<file path="config.mk">
export PLATFORM = sky130hd
export DESIGN_NAME = rsw_ctrl
export DESIGN_NICKNAME = d
export VERILOG_FILES = /design/src/core/rsw_ctrl.v
export VERILOG_INCLUDE_DIRS = /design/src /design/src/core
export SDC_FILE = /design/constraint.sdc
export NUM_CORES = 1
export LEC_CHECK = 0
export BUFFER_PORTS_ARGS = -buffer_cell sky130_fd_sc_hd__buf_4
export CORE_MARGIN = 5
export CORE_UTILIZATION = 50
export DETAILED_ROUTE_END_ITERATION = 16
export MAX_ROUTING_LAYER = met4
export PLACE_DENSITY = 0.72
export RECOVER_POWER = 25
export SKIP_LAST_GASP = 1
export SLEW_MARGIN = 20
export SYNTH_ARGS = -nofsm -noshare
export SYNTH_HDL_FRONTEND = slang
export SYNTH_SLANG_ARGS = --single-unit
</file>
<file path="constraint.sdc">
create_clock -name pclk -period 4.6 [get_ports pclk]
set_clock_uncertainty 0.05 [all_clocks]
set_input_delay 0.23 -clock pclk [delete_from_list [all_inputs] [get_ports pclk]]
set_output_delay 0.23 -clock pclk [all_outputs]
set_load 0.03 [all_outputs]
</file>
<file path="src/core/rsw_consts.vh">
/*
 Constants for the reset-source and watchdog controller: register
 offsets, key values, field positions, reset values and timing counts.
 Assumes inclusion by bare name from core design files.
*/
`ifndef RSW_CONSTS_VH
`define RSW_CONSTS_VH

// ----------------------------------------
// Register offsets (APB byte addresses)
// ----------------------------------------
`define RSW_OFF_WDOG_CTRL   12'h000
`define RSW_OFF_RST_KEY     12'h004
`define RSW_OFF_CAUSE       12'h008
`define RSW_OFF_BOR_KEY     12'h00c
`define RSW_OFF_FLASH_CTL1  12'h010
`define RSW_OFF_STATUS      12'h014

// ----------------------------------------
// Reset values
// ----------------------------------------
`define RSW_WDOG_CTRL_POR   8'h53
`define RSW_RST_KEY_POR     8'h55
`define RSW_BOR_KEY_POR     8'h5a

// ----------------------------------------
// Key values
// ----------------------------------------
`define RSW_WD_KEY_OFF      5'h15
`define RSW_WD_KEY_ON       5'h0a
`define RSW_RST_KEY_A       8'h55
`define RSW_RST_KEY_B       8'haa
`define RSW_BOR_KEY_ON      8'h5a
`define RSW_BOR_KEY_OFF     8'ha5
`define RSW_FLASH_RST_VAL   8'h55

// ----------------------------------------
// Field positions
// ----------------------------------------
`define RSW_WD_KEY_MSB      7
`define RSW_WD_KEY_LSB      3
`define RSW_WD_SEL_MSB      2
`define RSW_CAUSE_WDKEY     0
`define RSW_CAUSE_BORKEY    1
`define RSW_CAUSE_BOR       2
`define RSW_CAUSE_SOFTKEY   3

// ----------------------------------------
// Timing
// ----------------------------------------
`define RSW_KEY_DELAY_CYC   16
`define RSW_BOR_QUAL_CYC    10
`define RSW_RST_PULSE_CYC   4

`endif

</file>
<file path="src/core/rsw_ctrl.v">
/*
 Reset-source and watchdog controller, APB slave, single pclk domain.
 Assumes the core gives one-cycle pulses for the watchdog clear and
 halt instructions on pclk, and that the low-speed oscillator clock,
 low-supply flag and sleep level come from outside and are synchronised.
*/
// Contract
// - Key 10101 disables, 01010 enables watchdog
// - Other watchdog key resets after delay
// - Watchdog key powers up enabled
// - Overflow while running: reset, set expired
// - Overflow asleep: expired, clear PC/SP only
// - Clear counter: bad key, clear, halt
// - Timeouts span 2^8 to 2^18 ticks
// - Reset key 55/AA idle, else reset
// - Reset key powers up to 55
// - Bad reset key sets cause bit 3
// - Resets restore key except watchdog warm
// - Soft-key flag hardware set, software clear
// - Brownout only after qualify time
// - Brownout key 5A enables, A5 disables
// - Bad brownout key resets, bit 1, restore
// - Real brownout keeps brownout key
// - Brownout key powers up to 5A
// - Brownout disabled in sleep or idle; code gates it only on sleep_mode
// - Brownout sets bit 2, software clears
// - Flash control 55 resets whole device
// - Power-on: PC zero, ports as inputs
// - Select code picks divide ratio
// - Bad watchdog key sets bit 0
`timescale 1ns/1ps
`include "rsw_consts.vh"

module rsw_ctrl
#(
   parameter KEY_DELAY_CYC = `RSW_KEY_DELAY_CYC,
   parameter BOR_QUAL_CYC  = `RSW_BOR_QUAL_CYC
)
(
   input  wire        pclk,
   input  wire        presetn,
   input  wire        psel,
   input  wire        penable,
   input  wire        pwrite,
   input  wire [11:0] paddr,
   input  wire [31:0] pwdata,
   output reg  [31:0] prdata,
   output reg         pready,
   output reg         pslverr,
   input  wire        low_speed_internal_osc_clk,
   input  wire        low_supply,
   input  wire        sleep_mode,
   input  wire        watchdog_clear_instruction,
   input  wire        halt_instruction,
   output reg         sys_reset,
   output reg         pc_sp_clear,
   output reg         watchdog_expired_flag,
   output reg         port_init
);

   // ----------------------------------------
   // Synchronisers
   // ----------------------------------------
   reg [2:0] low_speed_internal_osc_s_r;
   reg [1:0] low_s_r;
   reg [1:0] slp_s_r;
   always @(posedge pclk or negedge presetn)
   begin
      if (!presetn)
      begin
         low_speed_internal_osc_s_r <= 3'h0;
         low_s_r  <= 2'h0;
         slp_s_r  <= 2'h0;
      end
      else
      begin
         low_speed_internal_osc_s_r <= {low_speed_internal_osc_s_r[1:0], low_speed_internal_osc_clk};
         low_s_r  <= {low_s_r[0], low_supply};
         slp_s_r  <= {slp_s_r[0], sleep_mode};
      end
   end
   // Edge taken between second and third stage, never the first
   wire low_speed_internal_osc_tick = low_speed_internal_osc_s_r[1] & ~low_speed_internal_osc_s_r[2];
   wire low_q     = low_s_r[1];
   wire asleep    = slp_s_r[1];

   // ----------------------------------------
   // Registers
   // ----------------------------------------
   reg [7:0]  watchdog_control_r;
   reg [7:0]  reset_key_register_r;
   reg [7:0]  brownout_key_register_r;
   reg [3:0]  reset_cause_flags_r;
   reg [17:0] watchdog_counter_r;
   reg [15:0] key_cnt_r;
   reg        key_pend_r;
   reg [15:0] bor_cnt_r;
   reg [2:0]  rst_cnt_r;
   reg        warm_r;

   wire [4:0] watchdog_enable_key = watchdog_control_r[`RSW_WD_KEY_MSB:`RSW_WD_KEY_LSB];
   wire [2:0] timeout_select      = watchdog_control_r[`RSW_WD_SEL_MSB:0];

   wire wd_on   = (watchdog_enable_key == `RSW_WD_KEY_ON);
   wire wd_bad  = !wd_on && (watchdog_enable_key != `RSW_WD_KEY_OFF);
   wire rk_bad  = (reset_key_register_r != `RSW_RST_KEY_A) &&
                  (reset_key_register_r != `RSW_RST_KEY_B);
   wire bk_on   = (brownout_key_register_r == `RSW_BOR_KEY_ON);
   wire bk_bad  = !bk_on && (brownout_key_register_r != `RSW_BOR_KEY_OFF);
   wire any_bad = wd_bad | rk_bad | bk_bad;

   // ----------------------------------------
   // APB decode
   // ----------------------------------------
   wire acc   = psel & penable & pready;
   wire wr    = acc & pwrite;
   wire wr_wc = wr & (paddr == `RSW_OFF_WDOG_CTRL);
   wire wr_rk = wr & (paddr == `RSW_OFF_RST_KEY);
   wire wr_cf = wr & (paddr == `RSW_OFF_CAUSE);
   wire wr_bk = wr & (paddr == `RSW_OFF_BOR_KEY);
   wire wr_fl = wr & (paddr == `RSW_OFF_FLASH_CTL1) &&
                (pwdata[7:0] == `RSW_FLASH_RST_VAL);
   wire known = (paddr == `RSW_OFF_WDOG_CTRL) | (paddr == `RSW_OFF_RST_KEY) |
                (paddr == `RSW_OFF_CAUSE) | (paddr == `RSW_OFF_BOR_KEY) |
                (paddr == `RSW_OFF_FLASH_CTL1) | (paddr == `RSW_OFF_STATUS);

   // ----------------------------------------
   // Watchdog timeout
   // ----------------------------------------
   // divide ratio per select code
   reg [4:0] tap;
   always @*
   begin
      case (timeout_select)
         3'h0:    tap = 5'd7;
         3'h1:    tap = 5'd9;
         3'h2:    tap = 5'd11;
         3'h3:    tap = 5'd13;
         3'h4:    tap = 5'd14;
         3'h5:    tap = 5'd15;
         3'h6:    tap = 5'd16;
         default: tap = 5'd17;
      endcase
   end
   wire [18:0] cnt_inc = {1'b0, watchdog_counter_r} + 19'h1;
   wire wd_ovf  = low_speed_internal_osc_tick && wd_on && cnt_inc[tap + 5'd1];

   wire bor_act = low_q && bk_on && !asleep;
   wire bor_hit = bor_act && (bor_cnt_r == BOR_QUAL_CYC[15:0] - 16'h1);
   wire key_hit = key_pend_r && (key_cnt_r == KEY_DELAY_CYC[15:0] - 16'h1);
   wire cold    = key_hit | bor_hit | wr_fl;
   wire wd_warm = wd_ovf && !asleep;

   // Last count of a reset pulse, cut to the counter width
   localparam integer PULSE_LAST = `RSW_RST_PULSE_CYC - 1;

   // ----------------------------------------
   // APB response
   // ----------------------------------------
   // Access phase is always one cycle: pready follows setup
   always @(posedge pclk or negedge presetn)
   begin
      if (!presetn)
      begin
         pready  <= 1'b0;
         pslverr <= 1'b0;
         prdata  <= 32'h0;
      end
      else
      begin
         pready  <= psel & !penable;
         pslverr <= psel & !penable & !known;
         // Writes show zero, so a refused write never carries stale data
         if (psel && !penable && pwrite)
            prdata <= 32'h0;
         else if (psel && !penable)
         begin
            case (paddr)
               `RSW_OFF_WDOG_CTRL: prdata <= {24'h0, watchdog_control_r};
               `RSW_OFF_RST_KEY:   prdata <= {24'h0, reset_key_register_r};
               `RSW_OFF_CAUSE:     prdata <= {28'h0, reset_cause_flags_r};
               `RSW_OFF_BOR_KEY:   prdata <= {24'h0, brownout_key_register_r};
               `RSW_OFF_STATUS:    prdata <= {30'h0, key_pend_r, watchdog_expired_flag};
               default:            prdata <= 32'h0;
            endcase
         end
      end
   end

   // ----------------------------------------
   // Key registers
   // ----------------------------------------
   always @(posedge pclk or negedge presetn)
   begin
      if (!presetn)
      begin
         watchdog_control_r      <= `RSW_WDOG_CTRL_POR;
         reset_key_register_r    <= `RSW_RST_KEY_POR;
         brownout_key_register_r <= `RSW_BOR_KEY_POR;
      end
      else
      begin
         if (wr_wc)
            watchdog_control_r <= pwdata[7:0];
         if (wr_rk)
            reset_key_register_r <= pwdata[7:0];
         if (wr_bk)
            brownout_key_register_r <= pwdata[7:0];
         // cold resets restore reset and watchdog keys, warm keeps them
         if (cold)
         begin
            reset_key_register_r <= `RSW_RST_KEY_POR;
            watchdog_control_r   <= `RSW_WDOG_CTRL_POR;
         end
         // key error restores brownout key; brownout keeps it
         if (key_hit || wr_fl)
            brownout_key_register_r <= `RSW_BOR_KEY_POR;
      end
   end

   // ----------------------------------------
   // Watchdog counter
   // ----------------------------------------
   always @(posedge pclk or negedge presetn)
   begin
      if (!presetn)
         watchdog_counter_r <= 18'h0;
      // counter clears on bad key, clear, halt
      else if (cold || wd_bad || watchdog_clear_instruction || halt_instruction ||
               wd_ovf || !wd_on)
         watchdog_counter_r <= 18'h0;
      else if (low_speed_internal_osc_tick)
         watchdog_counter_r <= cnt_inc[17:0];
   end

   // ----------------------------------------
   // Expired flag
   // ----------------------------------------
   always @(posedge pclk or negedge presetn)
   begin
      if (!presetn)
         watchdog_expired_flag <= 1'b0;
      // expired flag, cleared by clear or halt
      else if (wd_ovf)
         watchdog_expired_flag <= 1'b1;
      else if (watchdog_clear_instruction || halt_instruction)
         watchdog_expired_flag <= 1'b0;
   end

   // ----------------------------------------
   // Key-error delay
   // ----------------------------------------
   // Restoring a good key before the count ends cancels the reset
   always @(posedge pclk or negedge presetn)
   begin
      if (!presetn)
      begin
         key_pend_r <= 1'b0;
         key_cnt_r  <= 16'h0;
      end
      // one pending key-error request, counted out
      else if (key_hit || !any_bad)
      begin
         key_pend_r <= 1'b0;
         key_cnt_r  <= 16'h0;
      end
      else
      begin
         key_pend_r <= 1'b1;
         if (key_pend_r)
            key_cnt_r <= key_cnt_r + 16'h1;
      end
   end

   // ----------------------------------------
   // Brownout qualify counter
   // ----------------------------------------
   always @(posedge pclk or negedge presetn)
   begin
      if (!presetn)
         bor_cnt_r <= 16'h0;
      else if (bor_act && !bor_hit)
         bor_cnt_r <= bor_cnt_r + 16'h1;
      else
         bor_cnt_r <= 16'h0;
   end

   // ----------------------------------------
   // Reset cause flags
   // ----------------------------------------
   always @(posedge pclk or negedge presetn)
   begin
      if (!presetn)
         reset_cause_flags_r <= 4'h0;
      else
      begin
         // set wins over software write of zero
         if (wr_cf)
            reset_cause_flags_r <= reset_cause_flags_r & pwdata[3:0];
         if (key_hit && wd_bad)
            reset_cause_flags_r[`RSW_CAUSE_WDKEY] <= 1'b1;
         if (key_hit && bk_bad)
            reset_cause_flags_r[`RSW_CAUSE_BORKEY] <= 1'b1;
         if (key_hit && rk_bad)
            reset_cause_flags_r[`RSW_CAUSE_SOFTKEY] <= 1'b1;
         if (bor_hit)
            reset_cause_flags_r[`RSW_CAUSE_BOR] <= 1'b1;
      end
   end

   // ----------------------------------------
   // Reset pulse sequencer
   // ----------------------------------------
   always @(posedge pclk or negedge presetn)
   begin
      if (!presetn)
      begin
         rst_cnt_r <= 3'h7;
         warm_r    <= 1'b0;
      end
      else if (cold || wd_warm)
      begin
         rst_cnt_r <= PULSE_LAST[2:0];
         warm_r    <= wd_warm & !cold;
      end
      else if (rst_cnt_r != 3'h0)
         rst_cnt_r <= rst_cnt_r - 3'h1;
   end

   // ----------------------------------------
   // Reset outputs
   // ----------------------------------------
   always @(posedge pclk or negedge presetn)
   begin
      if (!presetn)
      begin
         // power-on reset pulse drives ports to inputs
         sys_reset   <= 1'b1;
         port_init   <= 1'b1;
         pc_sp_clear <= 1'b1;
      end
      else
      begin
         sys_reset   <= cold | wd_warm | (rst_cnt_r > 3'h1);
         port_init   <= cold | wd_warm | ((rst_cnt_r > 3'h1) & !warm_r);
         pc_sp_clear <= cold | wd_ovf | (rst_cnt_r > 3'h1);
      end
   end

endmodule

</file>
# Word level (Yosys, flattened, before mapping)
# Cells that the tools add are included.
# Widths: inputs -> output; s select.
dict set report classes {
  n_shift 0
  div 0
  n_reduce_logical 50
  muxes 27
  bitwise 29
  order_cmp 2
  n_addsub 5
  n_eq_ne 20
  mul 0
}
# cell n
set ops {}
lappend ops {{$mux 32} 2}
lappend ops {{$mux 16} 3}
lappend ops {{$mux 8} 6}
lappend ops {{$pmux 8 s5} 1}
lappend ops {{$mux 18} 2}
lappend ops {{$pmux 5 s7} 1}
lappend ops {{$add 16x1->16 const B} 2}
lappend ops {{$eq 16x4->1 const B} 2}
lappend ops {{$eq 12x4->1 const B} 2}
lappend ops {{$eq 12x5->1 const B} 2}
lappend ops {{$reduce_bool 2->1} 12}
lappend ops {{$add 18x1->19 const B} 1}
lappend ops {{$logic_and 1x1->1} 17}
lappend ops {{$eq 8x7->1 const B} 2}
lappend ops {{$ne 8x8->1 const B} 2}
lappend ops {{$or 1x1->1} 14}
lappend ops {{$and 1x1->1} 13}
lappend ops {{$eq 12x3->1 const B} 1}
lappend ops {{$logic_not 12->1} 1}
lappend ops {{$eq 3x3->1 const B} 3}
lappend ops {{$logic_not 1->1} 9}
lappend ops {{$logic_or 1x1->1} 9}
lappend ops {{$mux 1} 8}
lappend ops {{$ne 8x7->1 const B} 1}
lappend ops {{15 further kinds} 17}
dict set report totals {
  out_inout_bits 38
  latchBits 0
  rom_bits 0
  ram_bits 0
  n_memories 0
  ff_bits 128
  input_bits 54
}

# Longest topological paths before layout
dict set report depth {
  ltp_word 12
  ltp_mapped 14
  mapped_depth_nobuf 11
}

# Worst setup path after synthesis
# No wires, ideal clock.
dict set report synth_path {
  path_kind {register to register}
  startpoint {register watchdog_control_r[0]}
  endpoint {register watchdog_counter_r[13]}
  path_buffers 3
  setup_slack_ps 1471
  stages_incl_launch_ff 15
  arrival_time_ps 3007
  period_less_slack_ps 3129
  setup_time_ps 71
  path_cell_list {dfstp_2 and2b_4 inv_2 buf_2 ha_1 buf_2 xor2_1 a211oi_1 and2_1 a221o_1 a221o_1 a31oi_4 nand4_4 buf_6 nor2_1}
}
dict set report synth_between {
  elab_chain_cells 9
  word_cells_on_any_way 16
  classes_between {1 x add/sub; 6 x eq/ne; 4 x mux; 5 x reduce/logical}
}
# item line_no
set synth_rtl {}
lappend synth_rtl {{start, declared} rsw_ctrl.v:90} ;# reg [7:0] watchdog_control_r;
lappend synth_rtl {{start signal, assigned} rsw_ctrl.v:197} ;# watchdog_control_r <= `RSW_WDOG_CTRL_POR;
lappend synth_rtl {{start signal, assigned} rsw_ctrl.v:204} ;# watchdog_control_r <= pwdata[7:0];
lappend synth_rtl {{start signal, assigned} rsw_ctrl.v:213} ;# watchdog_control_r <= `RSW_WDOG_CTRL_POR;
lappend synth_rtl {{$eq 3x3->1, or another cell as far along} rsw_ctrl.v:134} ;# case (timeout_select)
lappend synth_rtl {{$pmux 5 s7 *} rsw_ctrl.v:134}
lappend synth_rtl {{$add 5x1->5 *} rsw_ctrl.v:146} ;# wire wd_ovf = low_speed_internal_osc_tick && wd_on && cnt_inc[tap + 5'd1];
lappend synth_rtl {{$bmux 1 s5 *} rsw_ctrl.v:146}
lappend synth_rtl {{$mux 1 (implied by the code) *} rsw_ctrl.v:146}
lappend synth_rtl {{$logic_and 1x1->1 *} rsw_ctrl.v:146}
lappend synth_rtl {{$logic_or 1x1->1 *} rsw_ctrl.v:229} ;# else if (cold || wd_bad || watchdog_clear_instruction || halt_instruction ||
lappend synth_rtl {{$logic_or 1x1->1 *} rsw_ctrl.v:230} ;# wd_ovf || !wd_on)
lappend synth_rtl {{$mux 18 / $reduce_bool 2->1 (equally long branches)} n/a}
lappend synth_rtl {{end signal, assigned} rsw_ctrl.v:233} ;# watchdog_counter_r <= cnt_inc[17:0];
lappend synth_rtl {{end, declared} rsw_ctrl.v:94} ;# reg [17:0] watchdog_counter_r;
# Mark *: on every way between the ends. The rest lies on a longest branch, timed or not. The select of a mux whose other input is x is not followed.
# A chain may end at the register's enable or synchronous reset.

# Final worst setup path
dict set report layout_path {
  startpoint {register watchdog_control_r[0]}
  endpoint {register watchdog_counter_r[15]}
}
# Same word-level chain as after synthesis.

==> qor.txt <==
status - finished with violations
failing checks - capacitance limit, slew limit
post-synthesis mux area share - 6.59%
count of final setup violators - 0
synthesized netlist cell count - 622
Post-Synth Simple-Gate Area - 24.9%
crit share post-route - 81.5%
Max-Slew Margin vs Limit - -109%
I/O Pins - 92
cells on worst reg2reg path - 11
total congestion overflow - 0
# diodes - 0
Final ANT Viol Nets - 0
CP Cell Sequence - and2b_4, inv_2, ha_1, xor2_1, a211oi_1, and2_1, a221o_1, a221o_1, a31oi_4, nand4_4, a21oi_1
post-route setup slack - 0.851 ns
detailed-router iteration count before antenna repair - 5
TritonCTS clock tree - yes
Post-Synth Adder-Cell Area - 1.71%
startpoint types - register
hold path cells - 3
Post-synth ARST share - 100%
Slowest-stage cell, CP - dfstp_2
PwrDens - 309 nW/um^2
Clock Latency Late Sink - 0.36 ns
area grow syn2layout - 11.0%
Reg area - 2630 um^2
dpl cells - 782
Clock Tree Buf Depth - 2
RD Place Congestion - 0.930
DRC viols - 0
Initial Util - 51.2%
TritonCTS Buffers - 9
clock group share of total power - 39.4%
# port buffers - 43
peak supply drop - 0.000341 V
via count normalized by instance count - 5.66
Post-CTS Setup Bufs - 0
final hold slack - 0.104 ns
global-route usage over all layers - 19.2%
final hold vios - 0
setup tns final - 0 ns
actual slew at the worst max-slew pin - 3.13 ns
CTS Hold Bufs - 4
Yosys cell types - 62
register area share after synthesis - 44.7%
FF+latch count, synth - 104
via count - 4,540
Worst-path clk slew - 0.08 ns
unrepaired setup endpoints after global routing - false
Lkg Pwr - 2.79 nW
placed cell area - 6170 um^2
maxcap violations - 1
Crit. Startpoint - watchdog_control_r[0]
pre-CTS setup slack - 0.880 ns
Final nets - 716
sw frac - 26.6%
WP data arrival - 3.97 ns
Setup CP Type - register to register
Placement Rows - 39
WP data required - 4.82 ns
R2R Path Start - watchdog_control_r[0]
initial antenna violation count - 0
share of post-route cells with drive strength above 1 - 15.0%
DR WL/cell - 16.1 um
core area - 11,500 um^2
most frequent cells in the layout - nor2_1, dfrtp_1, nand2_1
Max Fclk - 267 MHz
hold path startpoint - pwdata[4]
Post-synth EDFFs - 0
crit end category - register
Total Power - 2.01 mW
global-route wire length before repair - 21.9 mm
Switch Pwr - 535 uW
H-tree depth - 3
Core Util, Final - 56.8%
multi-input logic area - 2980 um^2
Avg Inst Size Synth - 9.44 um^2
Detailed Place HPWL - 9.21 mm
Cell Int Power - 1.48 mW
clk sinks - 104
CP peak stage delay - 0.66 ns
Most common cell on crit path - a221o_1
R2R Setup Slk - 0.85 ns
Seq pwr share - 48.8%
vias in the first global route - 4,469
filler cell count - 972
fin. max-slew vios - 59
DIE AREA - 14,000 um^2
Synth Area in XOR/XNOR - 7.31%
Final Non-Filler Cells - 802
largest family of logic cells by synthesized area - simple AND/OR/NAND/NOR gates
main flop type after synthesis - dfrtp_1
largest net degree at the start of global routing - 59
die width - 118 um
Comb power frac - 11.9%
Min-Delay Path Class - primary input to register
Detailed Route WL - 12.9 mm
CTS resizes - 0
minimum clock period after layout - 3.75 ns
initial drt markers - 328
CTS root buffer - clkbuf_16
Worst Path Max Fanout - 18
post-synthesis compound-gate area fraction - 8.80%
YS warnings - 0
synthesized area - 5870 um^2
Design Area, Final - 6510 um^2
Die Y - 118 um
final timing paths:
kind                                         endpoint
setup reg to reg               watchdog_counter_r[15]
setup / recovery               watchdog_counter_r[15]
hold reg to reg                            slp_s_r[1]
min in group asynchronous                bor_cnt_r[3]
hold / removal                  watchdog_control_r[4]
max in group asynchronous  brownout_key_register_r[5]
cell type report:
| type | count | share of cell area (%) |
|---|---|---|
| clock buffer | 10 | 3.52 |
| tap | 143 | 2.75 |
| inverter | 11 | 0.634 |
| timing repair buffer | 49 | 5.74 |
| multi-input combinational | 479 | 45.8 |
| clock inverter | 6 | 1.23 |
| sequential | 104 | 40.3 |
cell families after synthesis:
family	after synthesis
AOI/OAI and AO/OA	76
xor gates and xnor gates	49
adders and majority gates	8
buffers and inverters	62
DFF	104
muxes	36
other	1
and+or+nand+nor	286
power groups by stage:
stage	sequential, mW	clock, mW	combinational [mW]
after global routing	0.985	0.846	0.264
after detailed placement	1.00	0	0.240
after global placement	0.998	0	0.230
after CTS	0.983	0.808	0.243
after floorplan	1.02	0	0.146
final	0.982	0.793	0.239
synthesized netlist by cell type, drive strengths merged (13+ instances only):
| cell type | number | area (um^2) |
|---|---|---|
| nor3 | 13 | 75.1 |
| clkbuf | 19 | 71.3 |
| a21oi | 19 | 95.1 |
| nand2 | 68 | 255 |
| mux2i | 33 | 330 |
| dfrtp | 86 | 2150 |
| nand4 | 25 | 171 |
| buf | 32 | 234 |
| nor2 | 93 | 367 |
| xor2 | 28 | 245 |
| o21ai | 23 | 115 |
| dfstp | 18 | 473 |
| nand3 | 21 | 105 |
| xnor2 | 21 | 184 |
routing by layer:
layer,GRT usage (%),up-vias,wire length [um]
li1,-,2189,-
met1,24.4,2241,5760
met2,31.2,97,6490
met3,3.87,13,497
met4,5.73,0,147
met5,-,-,0
flip-flops by register name, summed over array words and instances (netlist names), 2 cells and up:
register and count:
reset_cause_flags_r 4, bor_cnt_r 16, key_cnt_r 16, brownout_key_register_r 8, rst_cnt_r 3, watchdog_control_r 8
watchdog_counter_r 18, slp_s_r 2, low_s_r 2, prdata 8, reset_key_register_r 8, low_speed_internal_osc_s_r 3
worst max-delay path: cells and delay by family, from the launching register on:
family          cells  cell delay [ns]
simple gates        3             0.81
xor+xnor            1             0.30
buf+inv             1             0.16
flops               1             0.66
compound gates      5             1.31
fa+ha+maj           1             0.36
(Power assumes the default switching activity.)
